## src/design/uart_irq_regs.vh

```
`ifndef UART_IRQ_REGS_VH
`define UART_IRQ_REGS_VH
// Register select addresses on the 3-bit CPU address
`define ADDR_DATA        3'h0
`define ADDR_MASK        3'h1
`define ADDR_SOURCE      3'h2
`define ADDR_LINE_STATUS 3'h5
`define ADDR_MODEM_STAT  3'h6
`define ADDR_GPIO_LEVEL  3'h7
// Interrupt mask field positions
`define MASK_RX_DATA     0
`define MASK_TX_READY    1
`define MASK_LINE_STAT   2
`define MASK_MODEM       3
`define MASK_SLEEP       4
`define MASK_XOFF        5
`define MASK_RTS         6
`define MASK_CTS         7
`define MASK_RESET       8'h00
`define MASK_ENH_BITS    8'hf0
// Source codes, bits 5..0
`define SRC_LINE_STAT    6'h06
`define SRC_RX_TIMEOUT   6'h0c
`define SRC_RX_DATA      6'h04
`define SRC_TX_READY     6'h02
`define SRC_MODEM        6'h00
`define SRC_FLOW_CHAR    6'h10
`define SRC_FLOW_PIN     6'h20
`define SRC_NONE         6'h01
// Receive timeout: 4 characters plus 12 bits
`define TIMEOUT_CHARS    4
`define TIMEOUT_BITS     12
`endif

```

## src/design/uart_interrupt_mask_and_priority.v

```verilog
// What this block does
// - Receive data interrupt follows FIFO trigger level
// - Data ready set on entry, cleared empty
// - Line status reports overrun, errors, transmit empty
// - Mask bit 0 enables receive data interrupt
// - Mask bit 1 enables transmit ready interrupt
// - Mask bit 2 enables line status interrupt
// - Enhanced mode flags errors at FIFO entry
// - Mask bit 3 enables modem status interrupt
// - Mask bit 4 sleep, needs enhanced functions
// - Mask bit 5 stop character interrupt, enhanced
// - Mask bit 6 RTS rise interrupt, enhanced
// - Mask bit 7 CTS rise interrupt, enhanced
// - Receive timeout after four chars twelve bits
// - Transmit ready cleared by source read, write
// - Status reads clear line status and RTS/CTS pin interrupts
// - Receive data holds until fill below trigger
// - Flow character interrupt, cleared by source read
// - Wake-up reported as code none, read clears
// - GPIO interrupt on polarity-adjusted input, level read
// - Source code encodes highest pending source
// - Only highest priority shown; all but flow character and wake-up flags stay queued
// - Bit 7 FIFO enabled, bit 6 GPIO flag XOR FIFO enabled
// - Bits 4, 5 only with enhanced functions
`include "uart_irq_regs.vh"
module uart_interrupt_mask_and_priority (
  input  wire        clk,
  input  wire        rst_n,
  input  wire [2:0]  addr,
  input  wire        rd_stb,
  input  wire        wr_stb,
  input  wire [7:0]  wr_data,
  input  wire        fifo_enable,
  input  wire        enhanced_enable,
  input  wire        enh_error_at_entry,
  input  wire        auto_rts_enable,
  input  wire        auto_cts_enable,
  input  wire        wake_enable,
  input  wire        rx_push,
  input  wire        rx_push_error,
  input  wire [7:0]  rx_fill,
  input  wire [7:0]  rx_trigger,
  input  wire        rx_errored_in_fifo,
  input  wire        rx_head_parity_err,
  input  wire        rx_head_framing_err,
  input  wire        rx_head_break,
  input  wire        overrun_event,
  input  wire        rx_bit_tick,
  input  wire [3:0]  char_bits,
  input  wire [7:0]  tx_fill,
  input  wire [7:0]  tx_trigger,
  input  wire        tx_shift_empty,
  input  wire [3:0]  modem_delta,
  input  wire        flow_char_event,
  input  wire        special_char_event,
  input  wire        rts_pin,
  input  wire        cts_pin,
  input  wire        wake_event,
  input  wire [7:0]  gpio_in,
  input  wire [7:0]  gpio_polarity,
  input  wire [7:0]  gpio_int_mask,
  output reg  [7:0]  interrupt_mask_q,
  output reg  [7:0]  interrupt_source_q,
  output reg  [7:0]  line_status_q,
  output reg         irq_q,
  output reg         sleep_enable_q
);

  reg [7:0]  gpio_s1_q;
  reg [7:0]  gpio_s2_q;
  reg [7:0]  gpio_prev_q;
  reg        cts_s1_q;
  reg        cts_s2_q;
  reg        cts_prev_q;
  reg        rts_prev_q;
  reg        ls_err_q;
  reg        overrun_q;
  reg        tx_ready_q;
  reg        tx_empty_prev_q;
  reg        flow_char_q;
  reg        special_q;
  reg        flow_pin_q;
  reg        wake_q;
  reg        gpio_q;
  reg        timeout_q;
  reg        head_err_prev_q;
  reg        data_rd_prev_q;
  reg [1:0]  sync_fill_q;
  reg [9:0]  timeout_cnt_q;
  reg [5:0]  code_d;
  reg [7:0]  mask_d;

  wire rd_data   = rd_stb && (addr == `ADDR_DATA);
  wire wr_data_r = wr_stb && (addr == `ADDR_DATA);
  wire rd_src    = rd_stb && (addr == `ADDR_SOURCE);
  wire rd_ls     = rd_stb && (addr == `ADDR_LINE_STATUS);
  wire rd_ms     = rd_stb && (addr == `ADDR_MODEM_STAT);
  wire rd_gpio   = rd_stb && (addr == `ADDR_GPIO_LEVEL);
  wire wr_mask   = wr_stb && (addr == `ADDR_MASK);

  wire rx_has   = (rx_fill != 8'h00);
  wire tx_empty = (tx_fill == 8'h00);
  wire head_err = rx_head_parity_err | rx_head_framing_err | rx_head_break;
  // Non-FIFO mode: one character is the trigger
  wire rx_trig  = fifo_enable ? (rx_fill >= rx_trigger) : rx_has;
  wire tx_trig  = fifo_enable ? (tx_fill < tx_trigger) : tx_empty;

  // Edge detectors idle until synchronisers hold pin values
  // Avoids a false event from a pin already active at reset
  wire       sync_ready = (sync_fill_q == 2'b11);
  wire [7:0] gpio_act  = gpio_s2_q ^ gpio_polarity;
  wire       gpio_rise = sync_ready &
                         (|(gpio_act & ~gpio_prev_q & gpio_int_mask));
  wire       cts_rise  = sync_ready & cts_s2_q & ~cts_prev_q & auto_cts_enable;
  wire       rts_rise  = sync_ready & rts_pin & ~rts_prev_q & auto_rts_enable;

  // Head error counts once per new head character, else a
  // status read could never clear it while the character waits
  wire head_new = head_err & (~head_err_prev_q | data_rd_prev_q);
  // Error raised at FIFO entry in enhanced mode
  wire err_set  = enh_error_at_entry ? (rx_push & rx_push_error) : head_new;
  // Timeout: 4 characters plus 12 bits, counted in bit ticks
  wire [9:0] timeout_lim = {2'b00, char_bits, 2'b00} + 10'd`TIMEOUT_BITS;

  // Low nibble always writable
  // Enhanced mask bits frozen unless enabled
  always @*
  begin
    mask_d = interrupt_mask_q;
    if (wr_mask)
    begin
      if (enhanced_enable)
        mask_d = wr_data;
      else
        mask_d = (interrupt_mask_q & `MASK_ENH_BITS) |
                 (wr_data & ~`MASK_ENH_BITS);
    end
  end

  // Wake-up and GPIO carry no code; wake-up drives the output only, GPIO also source bit 6
  // Priority encode pending enabled sources
  // Lower sources wait behind the highest
  always @*
  begin
    if (interrupt_mask_q[`MASK_LINE_STAT] && (ls_err_q || overrun_q))
      code_d = `SRC_LINE_STAT;
    else if (interrupt_mask_q[`MASK_RX_DATA] && timeout_q)
      code_d = `SRC_RX_TIMEOUT;
    else if (interrupt_mask_q[`MASK_RX_DATA] && rx_trig)
      code_d = `SRC_RX_DATA;
    else if (interrupt_mask_q[`MASK_TX_READY] && tx_ready_q)
      code_d = `SRC_TX_READY;
    else if (interrupt_mask_q[`MASK_MODEM] && (|modem_delta))
      code_d = `SRC_MODEM;
    // Stop character gated by mask bit 5
    else if (enhanced_enable && interrupt_mask_q[`MASK_XOFF] &&
             (flow_char_q || special_q))
      code_d = `SRC_FLOW_CHAR;
    else if (enhanced_enable && flow_pin_q &&
             (interrupt_mask_q[`MASK_RTS] || interrupt_mask_q[`MASK_CTS]))
      code_d = `SRC_FLOW_PIN;
    else
      code_d = `SRC_NONE;
  end

  always @(posedge clk or negedge rst_n)
  begin
    if (!rst_n)
    begin
      gpio_s1_q          <= 8'h00;
      gpio_s2_q          <= 8'h00;
      gpio_prev_q        <= 8'h00;
      cts_s1_q           <= 1'b0;
      cts_s2_q           <= 1'b0;
      cts_prev_q         <= 1'b0;
      rts_prev_q         <= 1'b0;
      ls_err_q           <= 1'b0;
      overrun_q          <= 1'b0;
      tx_ready_q         <= 1'b0;
      tx_empty_prev_q    <= 1'b0;
      flow_char_q        <= 1'b0;
      special_q          <= 1'b0;
      flow_pin_q         <= 1'b0;
      wake_q             <= 1'b0;
      gpio_q             <= 1'b0;
      timeout_q          <= 1'b0;
      timeout_cnt_q      <= 10'h000;
      head_err_prev_q    <= 1'b0;
      data_rd_prev_q     <= 1'b0;
      sync_fill_q        <= 2'b00;
      interrupt_mask_q   <= `MASK_RESET;
      interrupt_source_q <= {2'b00, `SRC_NONE};
      line_status_q      <= 8'h00;
      irq_q              <= 1'b0;
      sleep_enable_q     <= 1'b0;
    end
    else
    begin
      gpio_s1_q   <= gpio_in;
      gpio_s2_q   <= gpio_s1_q;
      gpio_prev_q <= gpio_act;
      cts_s1_q    <= cts_pin;
      cts_s2_q    <= cts_s1_q;
      cts_prev_q  <= cts_s2_q;
      rts_prev_q  <= rts_pin;
      head_err_prev_q <= head_err;
      data_rd_prev_q  <= rd_data;
      if (sync_fill_q != 2'b11)
        sync_fill_q <= sync_fill_q + 2'b01;
      interrupt_mask_q <= mask_d;
      sleep_enable_q   <= mask_d[`MASK_SLEEP];

      // Line status: overrun at once, errors per mode
      if (overrun_event)
        overrun_q <= 1'b1;
      else if (rd_ls)
        overrun_q <= 1'b0;
      if (err_set)
        ls_err_q <= 1'b1;
      else if (rd_ls)
        ls_err_q <= 1'b0;

      // Set on trigger edge or when mask bit goes on
      // Cleared by source read or data write
      // Source read clears only while shown; a read that
      // reported another source leaves this one queued
      tx_empty_prev_q <= tx_trig;
      if ((tx_trig && !tx_empty_prev_q) ||
          (tx_trig && mask_d[`MASK_TX_READY] &&
           !interrupt_mask_q[`MASK_TX_READY]))
        tx_ready_q <= 1'b1;
      else if ((rd_src && code_d == `SRC_TX_READY) || wr_data_r)
        tx_ready_q <= 1'b0;

      if (flow_char_event)
        flow_char_q <= 1'b1;
      else if (rd_src)
        flow_char_q <= 1'b0;
      // A new character ends a special-character event
      if (special_char_event)
        special_q <= 1'b1;
      else if (rd_src || rx_push)
        special_q <= 1'b0;

      // RTS or CTS rise
      // Modem status read clears both pin change events
      if ((rts_rise && interrupt_mask_q[`MASK_RTS]) ||
          (cts_rise && interrupt_mask_q[`MASK_CTS]))
        flow_pin_q <= 1'b1;
      else if (rd_ms)
        flow_pin_q <= 1'b0;

      // Wake-up flag, read of source clears
      if (wake_event && wake_enable)
        wake_q <= 1'b1;
      else if (rd_src)
        wake_q <= 1'b0;

      // Level register read clears
      if (gpio_rise)
        gpio_q <= 1'b1;
      else if (rd_gpio)
        gpio_q <= 1'b0;

      // Counter parks at the limit; ten bits cover 4*15+12
      // Timeout counter, restarted by any traffic
      if (!rx_has || rx_push || rd_data)
        timeout_cnt_q <= 10'h000;
      else if (rx_bit_tick && timeout_cnt_q != timeout_lim)
        timeout_cnt_q <= timeout_cnt_q + 10'h001;
      if (rx_has && rx_bit_tick && timeout_cnt_q + 10'h001 == timeout_lim)
        timeout_q <= 1'b1;
      else if (rd_data)
        timeout_q <= 1'b0;

      // Registered copy, one cycle behind its inputs
      // Data ready follows FIFO occupancy
      line_status_q <= {rx_errored_in_fifo, tx_empty & tx_shift_empty,
                        tx_empty, rx_head_break, rx_head_framing_err,
                        rx_head_parity_err, overrun_q, rx_has};

      // Receive data code while trigger met
      interrupt_source_q <= {fifo_enable, fifo_enable ^ gpio_q, code_d};
      // Modem deltas through code_d
      // Wake-up has no code, so only the output shows it
      irq_q <= (code_d != `SRC_NONE) || gpio_q || wake_q;
    end
  end

endmodule

```

## config.mk

```make
export PLATFORM = sky130hd
export DESIGN_NAME = uart_interrupt_mask_and_priority
export DESIGN_NICKNAME = d
export VERILOG_FILES = /design/src/design/uart_interrupt_mask_and_priority.v
export VERILOG_INCLUDE_DIRS = /design/src /design/src/design
export SDC_FILE = /design/constraint.sdc
export NUM_CORES = 1
export LEC_CHECK = 0
export ABC_CLOCK_PERIOD_IN_PS = 3800
export BUFFER_PORTS_ARGS = -buffer_cell sky130_fd_sc_hd__buf_2
export CAP_MARGIN = 25
export CORE_MARGIN = 3
export CORE_UTILIZATION = 45
export CTS_CLUSTER_SIZE = 14
export DETAILED_ROUTE_END_ITERATION = 10
export GPL_ROUTABILITY_DRIVEN = 1
export PLACE_DENSITY_LB_ADDON = 0.2
export SLEW_MARGIN = 40
export SYNTH_ARGS = -nofsm -noshare
export SYNTH_HDL_FRONTEND = slang
export SYNTH_SLANG_ARGS = --single-unit
```

## constraint.sdc

```tcl
create_clock -name clk -period 3.8 [get_ports clk]
set_input_delay 0.76 -clock clk [delete_from_list [all_inputs] [get_ports clk]]
set_output_delay 0.76 -clock clk [all_outputs]
set_load 0.01 [all_outputs]
```

==> load_flow_metrics.sql <==
INSERT INTO impl_metrics (metric_group, metric, value, unit) VALUES
('placement', 'gp_routability_congestion', '0.820', ''),
('status', 'status', 'completed', ''),
('finish', 'fill_cells', '692', ''),
('sta', 'final_critical_path_setup_slack', '1.50', 'ns'),
('floorplan', 'start_util', '47.0', '%'),
('synthesis', 'postSynthCellCount', '299', ''),
('global_route', 'total_routing_usage_reported_by_global_routing', '17.2', '%'),
('clocking', 'clkTransAtPathRegs', '0.08', 'ns'),
('clocking', 'count_of_hold_fix_buffers_inserted_at_cts', '0', ''),
('drt', 'routed-via-count', '2621', ''),
('clocking', 'worst_skew_pair.late_latency', '0.34', 'ns'),
('floorplan', 'die_y', '93.7', 'µm'),
('hold_path', 'hold_path_class', 'flip-flop to flip-flop', ''),
('worst_setup_path', 'critPathKind', 'input pin to flip-flop', ''),
('synthesis', 'asyncSetResetFlopFracSynth', '100', '%'),
('drt', 'routed_wire_length_per_instance', '13.3', 'µm'),
('power_and_ir_drop', 'p_leak', '0.00219', 'µW'),
('synthesis', 'synth_seq_cells', '77', ''),
('floorplan', 'core.rowCount', '31', ''),
('drt', 'avgViaCountPerCell', '4.93', ''),
('synthesis', 'ys_seq_area_share', '55.7', '%'),
('drt', 'post-route-drc-count', '0', ''),
('clocking', 'post-cts-setup-buffers', '0', ''),
('placement', 'dp_slack', '1.13', 'ns'),
('floorplan', 'design.portCount', '125', ''),
('sta', 'report.final.hold_viol_count', '0', ''),
('sta', 'setup_viol_count_final', '0', ''),
('synthesis', 'net_count_of_the_mapped_netlist', '418', ''),
('power_and_ir_drop', 'irDropWorstVdd', '0.228', 'mV'),
('global_route', 'grt_pass1_wl', '11800', 'µm'),
('clocking', 'postCtsResizedCells', '0', ''),
('power_and_ir_drop', 'pwr_density_cell', '406', 'nW/µm²'),
('sta', 'clock_skew', '0.00755', 'ns'),
('sta', 'worst_slew_pin_slew', '0.670', 'ns'),
('clocking', 'max-clock-path-buffers', '2', ''),
('global_route', 'grt_antenna_before_repair', '0', ''),
('sta', 'finalSetupTns', '0', 'ns'),
('clocking', 'cts-root-buf', 'clkbuf_8', ''),
('flow_run', 'number_of_max_cap_violations', '0', ''),
('floorplan', 'die-area', '8790', 'µm²'),
('floorplan', 'core_area', '7370', 'µm²'),
('drt', 'antenna_left', '0', ''),
('clocking', 'tritoncts_num_sinks', '77', ''),
('placement', 'port-buffer-count', '124', ''),
('worst_setup_path', 'worst-endpoint-required', '4.01', 'ns'),
('sta', 'slew_viol_final', '0', ''),
('floorplan', 'fp.dieW', '93.7', 'µm'),
('drt', 'detail_route.wirelength', '7080', 'µm'),
('finish', 'mostFrequentLayoutCells', '123 x buf_2, 76 x dfrtp_1, 24 x inv_1', ''),
('finish', 'share_of_layout_cells_above_drive_strength_1', '35.1', '%'),
('finish', 'syn_to_final_growth', '25.8', '%'),
('sta', 'grt_setup_unrepaired', 'no', ''),
('clocking', 'cts.htree.levels', '3', ''),
('sta', 'post-route-period-util', '60.6', '%'),
('global_route', 'grt_pass1_vias', '2665', ''),
('synthesis', 'number_of_flops_mapped_to_enable_cells_by_yosys', '0', ''),
('power_and_ir_drop', 'total_power', '1770', 'µW'),
('synthesis', 'synth.area.top_cells', 'dfrtp_1 55%, ha_1 7.2%, xor2_1 5.8%', ''),
('synthesis', 'netlist.top_cell.by_area', 'dfrtp_1', ''),
('worst_setup_path', 'worst-endpoint-arrival', '2.52', 'ns'),
('synthesis', 'synth.lib_cells_used.distinct', '43', ''),
('synthesis', 'synth_area_per_cell', '11.6', 'µm²'),
('finish', 'final_nets', '547', ''),
('synthesis', 'yosys_warnings', '0', ''),
('finish', 'final_common_cell', 'buf_2', ''),
('worst_setup_path', 'timing.critical_path.from_type', 'input pin', ''),
('global_route', 'grt_max_degree', '78', ''),
('worst_setup_path', 'worst-path-max-fanout', '11', ''),
('sta', 'period_needed', '2.30', 'ns'),
('synthesis', 'synth.cell_area', '3460', 'µm²'),
('sta', 'fmaxAchievable', '434', 'MHz'),
('global_route', 'grt_remaining_overflow', '0', ''),
('synthesis', 'synth_top_cell_area_share', '54.9', '%'),
('drt', 'drt_iter0_drc', '105', ''),
('sta', 'worst_slew_margin_rel', '55.3', '%'),
('synthesis', 'postSynth.topFlopCell', 'dfrtp_1', ''),
('clocking', 'clock_tree_from_tritoncts', 'done', ''),
('clocking', 'cts-buffers-inserted', '9', ''),
('placement', 'dp_hpwl', '5510', 'µm'),
('worst_setup_path', 'end_kind', 'flip-flop', ''),
('finish', 'num_antenna_cells', '0', ''),
('drt', 'drt_pass1_iterations', '4', '');
## area by class of cell
type	count	area [µm²]	area share [%]
multi-input cells	192	1410	32.2
clock buffers	11	141	3.24
inverters	24	90.1	2.07
clock inverters	5	42.5	0.976
repair buffers	124	627	14.4
well taps	99	124	2.84
flip-flops and latches	77	1930	44.2
## worst paths after layout
path                            slack (ns)  cells past startpoint                          from                            to
worst min register to register        0.35                      0        gpio_s1_q[7]$_DFF_PN0_        gpio_s2_q[7]$_DFF_PN0_
worst max register to register        1.63                      8  timeout_cnt_q[0]$_DFFE_PN0P_  timeout_cnt_q[9]$_DFFE_PN0P_
min in group asynchronous             0.43                      1                         rst_n    line_status_q[3]$_DFF_PN0_
max in group asynchronous             2.91                      1                         rst_n  timeout_cnt_q[7]$_DFFE_PN0P_
worst min-delay path                  0.35                      0        gpio_s1_q[7]$_DFF_PN0_        gpio_s2_q[7]$_DFF_PN0_
worst max-delay path                  1.50                      9                  char_bits[0]  timeout_cnt_q[9]$_DFFE_PN0P_
## metal layers
layer  share of wire (%)  track usage (%)
met5                   0                0
met4                 1.2             6.14
met3                 7.5             4.41
met2                  49             28.5
met1                  43             21.6
## registers in the layout, summed over array words and instances, names as in the netlist, 2 cells and up
signal	count
timeout_cnt_q	10
gpio_prev_q	8
gpio_s1_q	8
gpio_s2_q	8
interrupt_mask_q	8
interrupt_source_q	8
line_status_q	8
sync_fill_q	2
## critical path: stages
cell,delay [ns]
buf_2,0.11
inv_1,0.04
ha_1,0.30
xor2_1,0.22
nand3_1,0.11
o41a_1,0.59
nand4_1,0.19
xor2_1,0.15
nor2_1,0.05
## metrics by stage
| step | util, % | cell area, µm² | cells | hold WS (ns) |
|---|---|---|---|---|
| final | 59.1 | 4360 | 532 | 0.353 |
| after global routing | 59.1 | 4360 | 532 | 0.365 |
| after CTS | 59.1 | 4360 | 532 | 0.355 |
| after detailed placement | 56.6 | 4170 | 516 | 0.336 |
| after global placement | 56.6 | 4170 | 516 | 0.332 |
| after floorplan | - | 3460 | 299 | 0.331 |
## synthesized netlist by cell type (2+ instances only)
master / instances
xor2_1: 23
and3_2: 2
a22o_1: 2
ha_1: 20
nand2_1: 18
o21ai_0: 12
nor2_1: 19
o211ai_1: 4
a21oi_1: 7
a21o_1: 3
mux2_2: 9
nor3_1: 4
nand4_1: 5
nand3_1: 6
xnor2_1: 9
nand2b_1: 3
nand4b_1: 4
dfrtp_1: 76
and3_1: 8
nor4_1: 2
nand3b_1: 11
a41oi_1: 2
inv_1: 24
clkbuf_1: 3
a211oi_1: 2
nor4b_1: 2
or4_1: 2
buf_6: 2
## cells by family (layout without fill, tap and decap cells)
group | count (synthesis) | in the layout | share of synthesized area, %
simple gates | 89 | 89 | 14.0
buf+inv | 30 | 164 | 3.79
xor+xnor | 32 | 32 | 8.09
mux | 9 | 9 | 2.93
flops | 77 | 77 | 55.7
fa+ha+maj | 20 | 20 | 7.22
compound gates | 42 | 42 | 8.27
## where the power goes
group / switching (µW) / internal, µW / total [µW]
sequential: 33.7 / 886 / 919
combinational: 145 / 136 / 281
clock: 304 / 262 / 566
total: 483 / 1280 / 1770
Note: power is estimated with default switching activity, not from simulation.
